### src/include/floppy_port_cfg.svh
/*
  timing counts and field constants for the floppy drive control port.
  assumes a 40 MHz system clock; counts are derived from printed times.
*/
`ifndef FLOPPY_PORT_CFG_SVH
`define FLOPPY_PORT_CFG_SVH
`define CLK_PERIOD_NS 25
`define CELL_TIME_NS 4000
`define CELL_CYCLES (`CELL_TIME_NS / `CLK_PERIOD_NS)
`define HALF_CELL_CYCLES (`CELL_CYCLES / 2)
`define STEP_PULSE_NS 200
`define STEP_PULSE_CYCLES ((`STEP_PULSE_NS + `CLK_PERIOD_NS - 1) / `CLK_PERIOD_NS)
`define STEP_PERIOD_MS 10
`define STEP_PERIOD_CYCLES (`STEP_PERIOD_MS * 1000000 / `CLK_PERIOD_NS)
`define INDEX_MIN_US 400
`define INDEX_MIN_CYCLES ((`INDEX_MIN_US * 1000 + `CLK_PERIOD_NS - 1) / `CLK_PERIOD_NS)
`define LOW_CUR_TRACK 7'h2b
`define ERASE_DELAY_CYCLES 8'h10
`define FIFO_DEPTH 16
`define TRACK_W 7
`endif

### src/include/floppy_port_pkg.sv
/*
  types shared by the floppy drive control port.
  assumes the cfg header supplies the numeric constants.
*/
package floppy_port_pkg;
  typedef enum logic [1:0] {OP_IDLE, OP_READ, OP_WRITE, OP_SEEK} op_t;
  typedef struct packed {
    logic reduced_write_current;
    logic drive_select;
    logic write_gate;
    logic erase_gate;
    logic head_load_request;
    logic head_step_pulse_n;
    logic step_direction_outward;
    logic drive_init_out_n;
  } drive_ctl_t;
endpackage

### src/verilog/bit_fifo.sv
/*
  small synchronous fifo with valid/ready on both sides.
  assumes a single clock and a synchronous active-low reset.
*/
`timescale 1ns/100ps
module bit_fifo #(
  parameter int WIDTH = 1,
  parameter int DEPTH = 16
) (
  // clock and reset
  input wire logic clk_sys,
  input wire logic rst_n,
  // fill side
  input wire logic in_valid,
  output logic in_ready,
  input wire logic [WIDTH-1:0] in_data,
  // drain side
  output logic out_valid,
  input wire logic out_ready,
  output logic [WIDTH-1:0] out_data
);
  localparam int AW = $clog2(DEPTH);
  logic [WIDTH-1:0] mem_r [DEPTH];
  logic [AW-1:0] wp_r;
  logic [AW-1:0] rp_r;
  logic [AW:0] cnt_r;
  logic push;
  logic pop;

  assign in_ready = (cnt_r != (AW+1)'(DEPTH));
  assign out_valid = (cnt_r != '0);
  assign push = in_valid && in_ready;
  assign pop = out_valid && out_ready;
  assign out_data = mem_r[rp_r];

  always_ff @(posedge clk_sys) begin
    if (push) begin
      mem_r[wp_r] <= in_data;
    end
  end

  always_ff @(posedge clk_sys) begin
    if (!rst_n) begin
      wp_r <= '0;
      rp_r <= '0;
      cnt_r <= '0;
    end else begin
      if (push) begin
        wp_r <= wp_r + 1'b1;
      end
      if (pop) begin
        rp_r <= rp_r + 1'b1;
      end
      cnt_r <= cnt_r + (AW+1)'(push) - (AW+1)'(pop);
    end
  end
endmodule

### src/verilog/floppy_port.sv
/*
  controller-side floppy drive control port: write encoder, read separator,
  head positioner and drive control lines.
  assumes drive pins are asynchronous to clk_sys and the sequencer issues
  one-cycle requests on the user side.
*/
// What this block does
// - reduced write current is asserted while the current track is above 43.
// - write bits are sent only as edges of the write stream, never as levels.
// - each 4 us cell begins with a clock edge and a one adds a mid-cell edge.
// - read bits come from whether a data edge falls between two clock edges.
// - the drive select output is high for drive 1 and low for drive 0.
// - write gate rises before the first bit of a field and falls after the last.
// - erase is enabled only after write gate rose, and drops later than it.
// - head load is asserted while a read or write operation runs.
// - a track move is two step pulses of at least 200 ns, steps at least 10 ms apart.
// - direction low steps inward and up, direction high steps outward and down.
// - index pulses are at least 400 us; they time operations and show speed.
// - the drive initialize output is asserted for the whole initialize.
// - head load is released whenever the port is idle.
`timescale 1ns/100ps
`include "floppy_port_cfg.svh"
module floppy_port #(
  parameter int STEP_PERIOD = `STEP_PERIOD_CYCLES,
  parameter int INDEX_MIN = `INDEX_MIN_CYCLES
) (
  // clock and reset
  input wire logic clk_sys,
  input wire logic rst_n,
  // sequencer control
  input wire logic init_req,
  input wire logic drive_sel_in,
  input wire logic read_start,
  input wire logic write_start,
  input wire logic op_stop,
  input wire logic seek_req,
  input wire logic seek_outward,
  output logic busy,
  // write data in
  input wire logic wr_valid,
  output logic wr_ready,
  input wire logic wr_bit,
  input wire logic wr_last,
  // read data out
  output logic rd_valid,
  output logic rd_bit,
  // status
  output logic [`TRACK_W-1:0] track,
  output logic index_seen,
  output logic up_to_speed,
  // drive pins
  input wire logic raw_data_n,
  input wire logic at_home_track,
  input wire logic index_in,
  output logic write_stream,
  output floppy_port_pkg::drive_ctl_t ctl
);
  localparam int CELL = `CELL_CYCLES;
  localparam int HALF = `HALF_CELL_CYCLES;

  logic [2:0] raw_s;
  logic [1:0] home_s;
  logic [2:0] idx_s;
  logic raw_edge, idx_rise, idx_fall;
  floppy_port_pkg::op_t op_r;
  logic [7:0] cell_r;
  logic ws_r, wg_r, er_r;
  logic [7:0] er_cnt_r;
  logic cell_end;
  logic cur_bit_r;
  logic cur_last_r;
  logic wr_have_r;
  logic wr_done_r;
  logic sel_r;
  logic [`TRACK_W-1:0] trk_r;
  logic step_r;
  logic dir_r;
  logic [1:0] pulses_r;
  logic [31:0] step_cnt_r;
  logic seek_busy_r;
  logic [31:0] idx_cnt_r;
  logic idx_seen_r, speed_r;
  logic [7:0] rd_cnt_r;
  logic rd_sync_r, rd_data_r, rdv_r, rdb_r;
  logic fifo_valid, fifo_bit, fifo_last, fifo_pop;

  function automatic logic edge_of(input logic a, input logic b);
    return a ^ b;
  endfunction

  // stage 0 of each chain feeds only stage 1
  always_ff @(posedge clk_sys) begin
    if (!rst_n) begin
      raw_s <= 3'h7; // pin idles high, so no false edge after reset
      home_s <= '0;
      idx_s <= '0;
    end else begin
      raw_s <= {raw_s[1:0], raw_data_n};
      home_s <= {home_s[0], at_home_track};
      idx_s <= {idx_s[1:0], index_in};
    end
  end
  assign raw_edge = edge_of(raw_s[2], raw_s[1]);
  assign idx_rise = idx_s[1] && !idx_s[2];
  assign idx_fall = !idx_s[1] && idx_s[2];

  // write bits are buffered so the sequencer can run ahead of the cell timer
  bit_fifo #(.WIDTH(2), .DEPTH(`FIFO_DEPTH)) u_wfifo (
    .clk_sys(clk_sys),
    .rst_n(rst_n),
    .in_valid(wr_valid),
    .in_ready(wr_ready),
    .in_data({wr_last, wr_bit}),
    .out_valid(fifo_valid),
    .out_ready(fifo_pop),
    .out_data({fifo_last, fifo_bit})
  );
  // a cell ends with the next bit already taken, so cells run back to back
  assign cell_end = wg_r && wr_have_r && (cell_r == 8'(CELL - 1));
  assign fifo_pop = (op_r == floppy_port_pkg::OP_WRITE) && !wr_done_r && (!wr_have_r || (cell_end && !cur_last_r));

  // operation state; init overrides everything
  always_ff @(posedge clk_sys) begin
    if (!rst_n || init_req) begin
      op_r <= floppy_port_pkg::OP_IDLE;
    end else begin
      case (op_r)
        floppy_port_pkg::OP_IDLE: begin
          if (write_start) begin
            op_r <= floppy_port_pkg::OP_WRITE;
          end else if (read_start) begin
            op_r <= floppy_port_pkg::OP_READ;
          end
        end
        floppy_port_pkg::OP_READ: begin
          if (op_stop) begin
            op_r <= floppy_port_pkg::OP_IDLE;
          end
        end
        floppy_port_pkg::OP_WRITE: begin
          if (wr_done_r && !er_r && !wg_r) begin
            op_r <= floppy_port_pkg::OP_IDLE;
          end
        end
        default: op_r <= floppy_port_pkg::OP_IDLE;
      endcase
    end
  end

  // cell timer; waits at zero while no bit is in hand (fifo underrun)
  always_ff @(posedge clk_sys) begin
    if (!rst_n || op_r != floppy_port_pkg::OP_WRITE || !wg_r || !wr_have_r) begin
      cell_r <= '0;
    end else if (cell_r == 8'(CELL - 1)) begin
      cell_r <= '0;
    end else begin
      cell_r <= cell_r + 8'h01;
    end
  end

  // write gate raised first, drops after the last cell of the field
  always_ff @(posedge clk_sys) begin
    if (!rst_n || init_req) begin
      wg_r <= 1'b0;
    end else if (op_r == floppy_port_pkg::OP_WRITE && !wr_done_r) begin
      wg_r <= 1'b1;
    end else if (wr_done_r) begin
      wg_r <= 1'b0;
    end
  end

  // erase follows write gate by a fixed delay and falls only after it
  always_ff @(posedge clk_sys) begin
    if (!rst_n || init_req) begin
      er_r <= 1'b0;
      er_cnt_r <= '0;
    end else if (wg_r && !er_r && !wr_done_r) begin
      er_cnt_r <= er_cnt_r + 8'h01;
      if (er_cnt_r == `ERASE_DELAY_CYCLES) begin
        er_r <= 1'b1;
      end
    end else if (!wg_r) begin
      er_r <= 1'b0;
      er_cnt_r <= '0;
    end
  end

  // bit fetch: one fifo entry per cell
  always_ff @(posedge clk_sys) begin
    if (!rst_n || op_r != floppy_port_pkg::OP_WRITE) begin
      wr_have_r <= 1'b0;
      wr_done_r <= 1'b0;
      cur_bit_r <= 1'b0;
      cur_last_r <= 1'b0;
    end else if (cell_end) begin
      wr_have_r <= fifo_pop && fifo_valid;
      wr_done_r <= cur_last_r;
      cur_bit_r <= fifo_bit;
      cur_last_r <= fifo_last;
    end else if (fifo_pop && fifo_valid) begin
      wr_have_r <= 1'b1;
      cur_bit_r <= fifo_bit;
      cur_last_r <= fifo_last;
    end
  end

  // encoder toggles: clock edge at cell start, data edge mid-cell for a one
  always_ff @(posedge clk_sys) begin
    if (!rst_n) begin
      ws_r <= 1'b0;
    end else if (wg_r && wr_have_r) begin
      if (cell_r == 8'h00) begin
        ws_r <= !ws_r;
      end else if (cell_r == 8'(HALF) && cur_bit_r) begin
        ws_r <= !ws_r;
      end
    end
  end
  assign write_stream = ws_r;

  // read separator: after a clock edge, look for a data edge before the next
  always_ff @(posedge clk_sys) begin
    if (!rst_n || op_r != floppy_port_pkg::OP_READ) begin
      rd_cnt_r <= '0;
      rd_sync_r <= 1'b0;
      rd_data_r <= 1'b0;
      rdv_r <= 1'b0;
      rdb_r <= 1'b0;
    end else begin
      rdv_r <= 1'b0;
      if (rd_cnt_r != 8'hff) begin
        rd_cnt_r <= rd_cnt_r + 8'h01;
      end
      if (raw_edge) begin
        if (rd_sync_r && rd_cnt_r < 8'(HALF + HALF / 2)) begin
          rd_data_r <= 1'b1;
        end else begin
          if (rd_sync_r) begin
            rdv_r <= 1'b1;
            rdb_r <= rd_data_r;
          end
          rd_sync_r <= 1'b1;
          rd_data_r <= 1'b0;
          rd_cnt_r <= '0;
        end
      end
    end
  end
  assign rd_valid = rdv_r;
  assign rd_bit = rdb_r;

  // drive select latched when idle
  always_ff @(posedge clk_sys) begin
    if (!rst_n) begin
      sel_r <= 1'b0;
    end else if (op_r == floppy_port_pkg::OP_IDLE && !seek_busy_r) begin
      sel_r <= drive_sel_in;
    end
  end

  // stepper: two pulses per track, step period paced by a counter
  always_ff @(posedge clk_sys) begin
    if (!rst_n || init_req) begin
      seek_busy_r <= 1'b0;
      step_r <= 1'b0;
      dir_r <= 1'b0;
      pulses_r <= '0;
      step_cnt_r <= '0;
    end else if (!seek_busy_r) begin
      if (seek_req && op_r == floppy_port_pkg::OP_IDLE && step_cnt_r == '0) begin
        seek_busy_r <= 1'b1;
        dir_r <= seek_outward;
        pulses_r <= 2'h2;
        step_cnt_r <= '0;
      end else if (step_cnt_r != '0) begin
        step_cnt_r <= step_cnt_r - 32'h1;
      end
    end else begin
      step_cnt_r <= step_cnt_r + 32'h1;
      if (step_cnt_r < 32'(`STEP_PULSE_CYCLES)) begin
        step_r <= 1'b1;
      end else if (step_cnt_r < 32'(2 * `STEP_PULSE_CYCLES)) begin
        step_r <= 1'b0;
      end else begin
        step_cnt_r <= '0;
        if (pulses_r == 2'h1) begin
          seek_busy_r <= 1'b0;
          step_cnt_r <= 32'(STEP_PERIOD);
        end
        pulses_r <= pulses_r - 2'h1;
      end
    end
  end

  // track counter; home indication wins
  always_ff @(posedge clk_sys) begin
    if (!rst_n) begin
      trk_r <= '0;
    end else if (home_s[1]) begin
      trk_r <= '0;
    end else if (seek_busy_r && pulses_r == 2'h1 && step_cnt_r >= 32'(2 * `STEP_PULSE_CYCLES)) begin
      if (dir_r) begin
        trk_r <= trk_r - 7'h01;
      end else begin
        trk_r <= trk_r + 7'h01;
      end
    end
  end
  assign track = trk_r;

  // index: a pulse counts only if it lasts the minimum; the first good one means speed
  always_ff @(posedge clk_sys) begin
    if (!rst_n || init_req) begin
      idx_cnt_r <= '0;
      idx_seen_r <= 1'b0;
      speed_r <= 1'b0;
    end else begin
      idx_seen_r <= 1'b0;
      if (idx_rise) begin
        idx_cnt_r <= '0;
      end else if (idx_s[1] && idx_cnt_r != 32'hffffffff) begin
        idx_cnt_r <= idx_cnt_r + 32'h1;
      end
      if (idx_fall && idx_cnt_r >= 32'(INDEX_MIN - 1)) begin
        idx_seen_r <= 1'b1;
        speed_r <= 1'b1;
      end
    end
  end
  assign index_seen = idx_seen_r;
  assign up_to_speed = speed_r;

  assign busy = (op_r != floppy_port_pkg::OP_IDLE) || seek_busy_r;
  assign ctl.reduced_write_current = (trk_r > `LOW_CUR_TRACK);
  assign ctl.drive_select = sel_r;
  assign ctl.write_gate = wg_r;
  assign ctl.erase_gate = er_r;
  assign ctl.head_load_request = (op_r != floppy_port_pkg::OP_IDLE);
  assign ctl.head_step_pulse_n = !step_r;
  assign ctl.step_direction_outward = dir_r;
  assign ctl.drive_init_out_n = !(init_req || !rst_n);

  AST_LOWCUR: assert property (@(posedge clk_sys) disable iff (!rst_n)
    ctl.reduced_write_current == (trk_r > 7'h2b)) else $error("low current mismatch");
  AST_QUIET: assert property (@(posedge clk_sys) disable iff (!rst_n)
    !wg_r && !$past(wg_r) |=> $stable(ws_r)) else $error("write stream moved without gate");
  AST_CELL: assert property (@(posedge clk_sys) disable iff (!rst_n)
    wg_r && wr_have_r && cell_r == 8'h00 |=> ws_r != $past(ws_r)) else $error("no clock edge");
  AST_ERASE: assert property (@(posedge clk_sys) disable iff (!rst_n)
    er_r |-> wg_r || $past(wg_r)) else $error("erase without write gate");
  AST_HEAD: assert property (@(posedge clk_sys) disable iff (!rst_n)
    op_r == floppy_port_pkg::OP_IDLE |-> !ctl.head_load_request) else $error("head loaded idle");
  AST_STEPW: assert property (@(posedge clk_sys) disable iff (!rst_n || init_req)
    $rose(step_r) |-> step_r [*8]) else $error("step pulse too short");
  AST_INIT: assert property (@(posedge clk_sys)
    init_req |-> !ctl.drive_init_out_n) else $error("init not forwarded");
  AST_HOME: assert property (@(posedge clk_sys) disable iff (!rst_n)
    home_s[1] |=> trk_r == 7'h00) else $error("track not cleared at home");
  AST_SEL: assert property (@(posedge clk_sys) disable iff (!rst_n)
    busy |=> $stable(sel_r)) else $error("select changed while busy");
  COV_WRITE: cover property (@(posedge clk_sys) disable iff (!rst_n) $fell(wg_r));
  COV_READ: cover property (@(posedge clk_sys) disable iff (!rst_n) rdv_r && rdb_r);
  COV_STEP: cover property (@(posedge clk_sys) disable iff (!rst_n) $fell(seek_busy_r));
  COV_SPEED: cover property (@(posedge clk_sys) disable iff (!rst_n) $rose(speed_r));
endmodule

### config.mk
export PLATFORM = sky130hd
export DESIGN_NAME = floppy_port
export DESIGN_NICKNAME = d
export VERILOG_FILES = /design/src/include/floppy_port_pkg.sv /design/src/verilog/bit_fifo.sv /design/src/verilog/floppy_port.sv
export VERILOG_INCLUDE_DIRS = /design/src /design/src/include
export SDC_FILE = /design/constraint.sdc
export NUM_CORES = 1
export LEC_CHECK = 0
export BUFFER_PORTS_ARGS = -buffer_cell sky130_fd_sc_hd__buf_2
export CAP_MARGIN = 20
export CELL_PAD_IN_SITES_DETAIL_PLACEMENT = 1
export CELL_PAD_IN_SITES_GLOBAL_PLACEMENT = 2
export CORE_ASPECT_RATIO = 1.1
export CORE_MARGIN = 2
export CORE_UTILIZATION = 30
export CTS_CLUSTER_SIZE = 30
export DETAILED_ROUTE_END_ITERATION = 8
export GPL_ROUTABILITY_DRIVEN = 0
export HOLD_SLACK_MARGIN = 0.15
export PLACE_DENSITY_LB_ADDON = 0.1
export SETUP_SLACK_MARGIN = 0.2
export SLEW_MARGIN = 20
export SYNTH_ARGS = -nofsm -noshare
export SYNTH_HDL_FRONTEND = slang
export SYNTH_SLANG_ARGS = --single-unit
### constraint.sdc
create_clock -name clk_sys -period 3.2 [get_ports clk_sys]
set_clock_uncertainty 0.15 [all_clocks]
set_input_delay 0.48 -clock clk_sys [delete_from_list [all_inputs] [get_ports clk_sys]]
set_output_delay 0.48 -clock clk_sys [all_outputs]
set_load 0.005 [all_outputs]
==> qor.csv <==
metric,value,unit
synthArstFlopShare,0,%
cts_tree,done,
synth.most_common_cell,dfxtp_1,
max_freq,344,MHz
finalCritPeriodShare,90.8,%
yosysSeqAreaShare,45.9,%
syn-cell-area,8240,um2
min-delay-start,write_start,
drv_slew,0,
yosys.area.top_type,dfxtp_1,
p_leak,3.57,nW
worstPathRequired,3.36,ns
path_common_cell,or4_4,
start_kind,flip-flop,
cp_max_fo,10,
via_per_inst,5.14,
holdPathStages,3,
worst_slew_pin_slew,0.828,ns
dieWidth,162,um
finalHoldViolations,0,
drc,0,
syn2layout_area_growth,16.8,%
syn_area_per_cell,9.55,um2
drive_gt1_share,14.3,%
min_period,2.91,ns
cts_max_path_buffers,2,
synth_commonest_cells,"dfxtp_1, nor2_1, nand2_1",
post_drt_wl_per_cell,16.4,um
grt_pass1_wl,34400,um
htreeDepth,4,
multiInputGateArea,4210,um2
status,"complete, no violations",
maxSlewHeadroom,44.1,%
grt_overflow,0,
synth_nets,906,
hp-class,in -> reg,
cp-end-kind,flip-flop,
core-area,27000,um2
clkTransAtPathRegs,0.08,ns
timing.rr.start,step_cnt_r[12]$_SDFFE_PN0P_,
arrival,3.07,ns
ir_drop,486,uV
wirelength,21000,um
netlist_instances,863,
drv_cap,0,
netlist_top_cells_area,"dfxtp_1, edfxtp_1, nor2_1",
finalSetupViolCount,0,
seqCellArea,3780,um2
cts_sinks,173,
hold_end,op_r[1]$_SDFFE_PN0P_,
grt_max_degree,30,
synth-edff-count,32,
initial_core_util,30.6,%
rows,63,
dr_total_vias,6590,
cts_root_buf,clkbuf_16,
p_total,8.28,mW
holdWs,0.175,ns
route.antenna.remaining_nets,0,
crit_slowest_cell,or4_4,
die-height,178,um
grt_usage,15.1,%
tns,0,ns
synth.distinct_cells,64,
insertion_delay,0.44,ns
fin_nets,954,
critical_path_class,reg -> reg,
ios,37,
regToRegEndpoint,step_cnt_r[2]$_SDFFE_PN0P_,
power_density,860,nW/um2
hpwl,15300,um
synth_top_area_share,34.2,%
cts-buffers-inserted,17,
rsz0062_at_grt,no,
fillCellCount,3094,
ys_warn_count,0,
portBuffers,36,
r2r_setup_slack,0.29,ns
slowest_delay,0.62,ns
grt_pass1_vias,6732,
die_area,28800,um2
first_pass_iters,4,
drt_iter0_markers,284,
reg2reg_depth,6,
crit_path_cell_trace,"or4_4, or4_4, or4_4, o31ai_4, buf_4, a211oi_1",
yosys_most_used_dff,dfxtp_1,
ys_ff_latch,173,
antenna_found_initial,1,
## per-stage QoR
| step | std cells | instance area (um2) | worst slack [ns] | util (%) |
|---|---|---|---|---|
| 2_1_floorplan | 863 | 8240 | 0.314 | - |
| 3_3_place_gp | 1244 | 8910 | 0.201 | 33.0 |
| 3_5_place_dp | 1244 | 8910 | 0.103 | 33.0 |
| 4_1_cts | 1280 | 9580 | 0.254 | 35.5 |
| 5_1_grt | 1281 | 9620 | 0.196 | 35.7 |
| 6_report | 1282 | 9630 | 0.294 | 35.7 |
## critical path, delay by kind of cell, from the launching register on
kind | cells | cell delay, ns
buf+inv | 1 | 0.19
simple gates | 3 | 1.81
flops | 1 | 0.37
compound gates | 2 | 0.26
## sequential cells by signal, summed over array words and instances, names as in the netlist, 2 cells and up, named ones only
register,flops
home_s,2
cell_r,8
er_cnt_r,8
u_wfifo.mem_r,32
u_wfifo.wp_r,4
u_wfifo.cnt_r,5
rd_cnt_r,8
track,7
step_cnt_r,32
op_r,2
pulses_r,2
idx_cnt_r,32
raw_s,3
idx_s,3
u_wfifo.rp_r,4
## placed cells by master, fill, tap and decap left out, types with 8 or more instances in the layout
master and instances:
dfxtp_1 140, nor2_1 95, nand2_1 56, a21oi_1 42, nand3_1 38, buf_2 36
inv_1 33, edfxtp_1 32, xnor2_1 30, buf_4 29, xor2_1 27, ha_1 25
nor4_1 21, and2_1 20, nand4_1 20, or4_1 20, nor3_1 17, o21ai_0 17
clkbuf_16 17, and3_1 15, or3_1 14, mux2i_1 14, o31ai_1 12, a31oi_1 11
nand2b_1 10, mux4_2 10, a21o_1 9, and4_1 9, nor2b_1 8
## routing by layer
layer	track usage (%)	vias up	routed length, um	part of all wire [%]
li1	-	3251	-	-
met1	18.1	3253	9630	46
met2	26.8	64	10500	50
met3	2.99	22	510	2.4
met4	4.98	0	325	1.5
met5	0	-	0	0
## worst max path at each step
stage	start	end	slack [ns]
3_5_place_dp	cell_r[1]$_SDFF_PP0_	u_wfifo.cnt_r[4]$_SDFF_PN0_	0.10
2_1_floorplan	cell_r[0]$_SDFF_PP0_	u_wfifo.cnt_r[4]$_SDFF_PN0_	0.31
4_1_cts	cell_r[1]$_SDFF_PP0_	u_wfifo.cnt_r[4]$_SDFF_PN0_	0.25
3_3_place_gp	cell_r[1]$_SDFF_PP0_	u_wfifo.cnt_r[4]$_SDFF_PN0_	0.20
5_1_grt	cell_r[0]$_SDFF_PP0_	u_wfifo.cnt_r[4]$_SDFF_PN0_	0.20
6_report	step_cnt_r[12]$_SDFFE_PN0P_	step_cnt_r[2]$_SDFFE_PN0P_	0.29
## what timing repair did
action | 4_1_cts | 5_1_grt
hold buffers | 4 | 0
endpoints found under the setup margin | 1 | 1
gates resized for setup | 2 | 6
buffers inserted | 0 | 1
endpoints found under the hold margin | 4 | 0
## where the power goes
group	switching, mW	internal (mW)	leakage, nW
Sequential	0.274	2.45	1.43
Combinational	1.97	1.41	1.84
Clock	1.04	1.13	0.299
## cell families after synthesis
family / count (synthesis) / synth area share (%)
and+or+nand+nor: 367 / 23.8
adders and majority gates: 28 / 4.43
AOI/OAI and AO/OA: 141 / 11.6
xor gates and xnor gates: 57 / 6.06
buffers and inverters: 73 / 3.72
muxes: 24 / 4.43
DFF: 173 / 45.9
## cell type report
class | count | area share (%)
well taps | 357 | 4.64
diodes | 1 | 0.0260
inverters | 33 | 1.29
repair buffers | 69 | 4.55
flip-flops and latches | 173 | 39.3
multi-input cells | 617 | 43.7
clock buffers | 17 | 4.42
clock inverters | 15 | 2.01
Power figures use the tool's default switching activity.
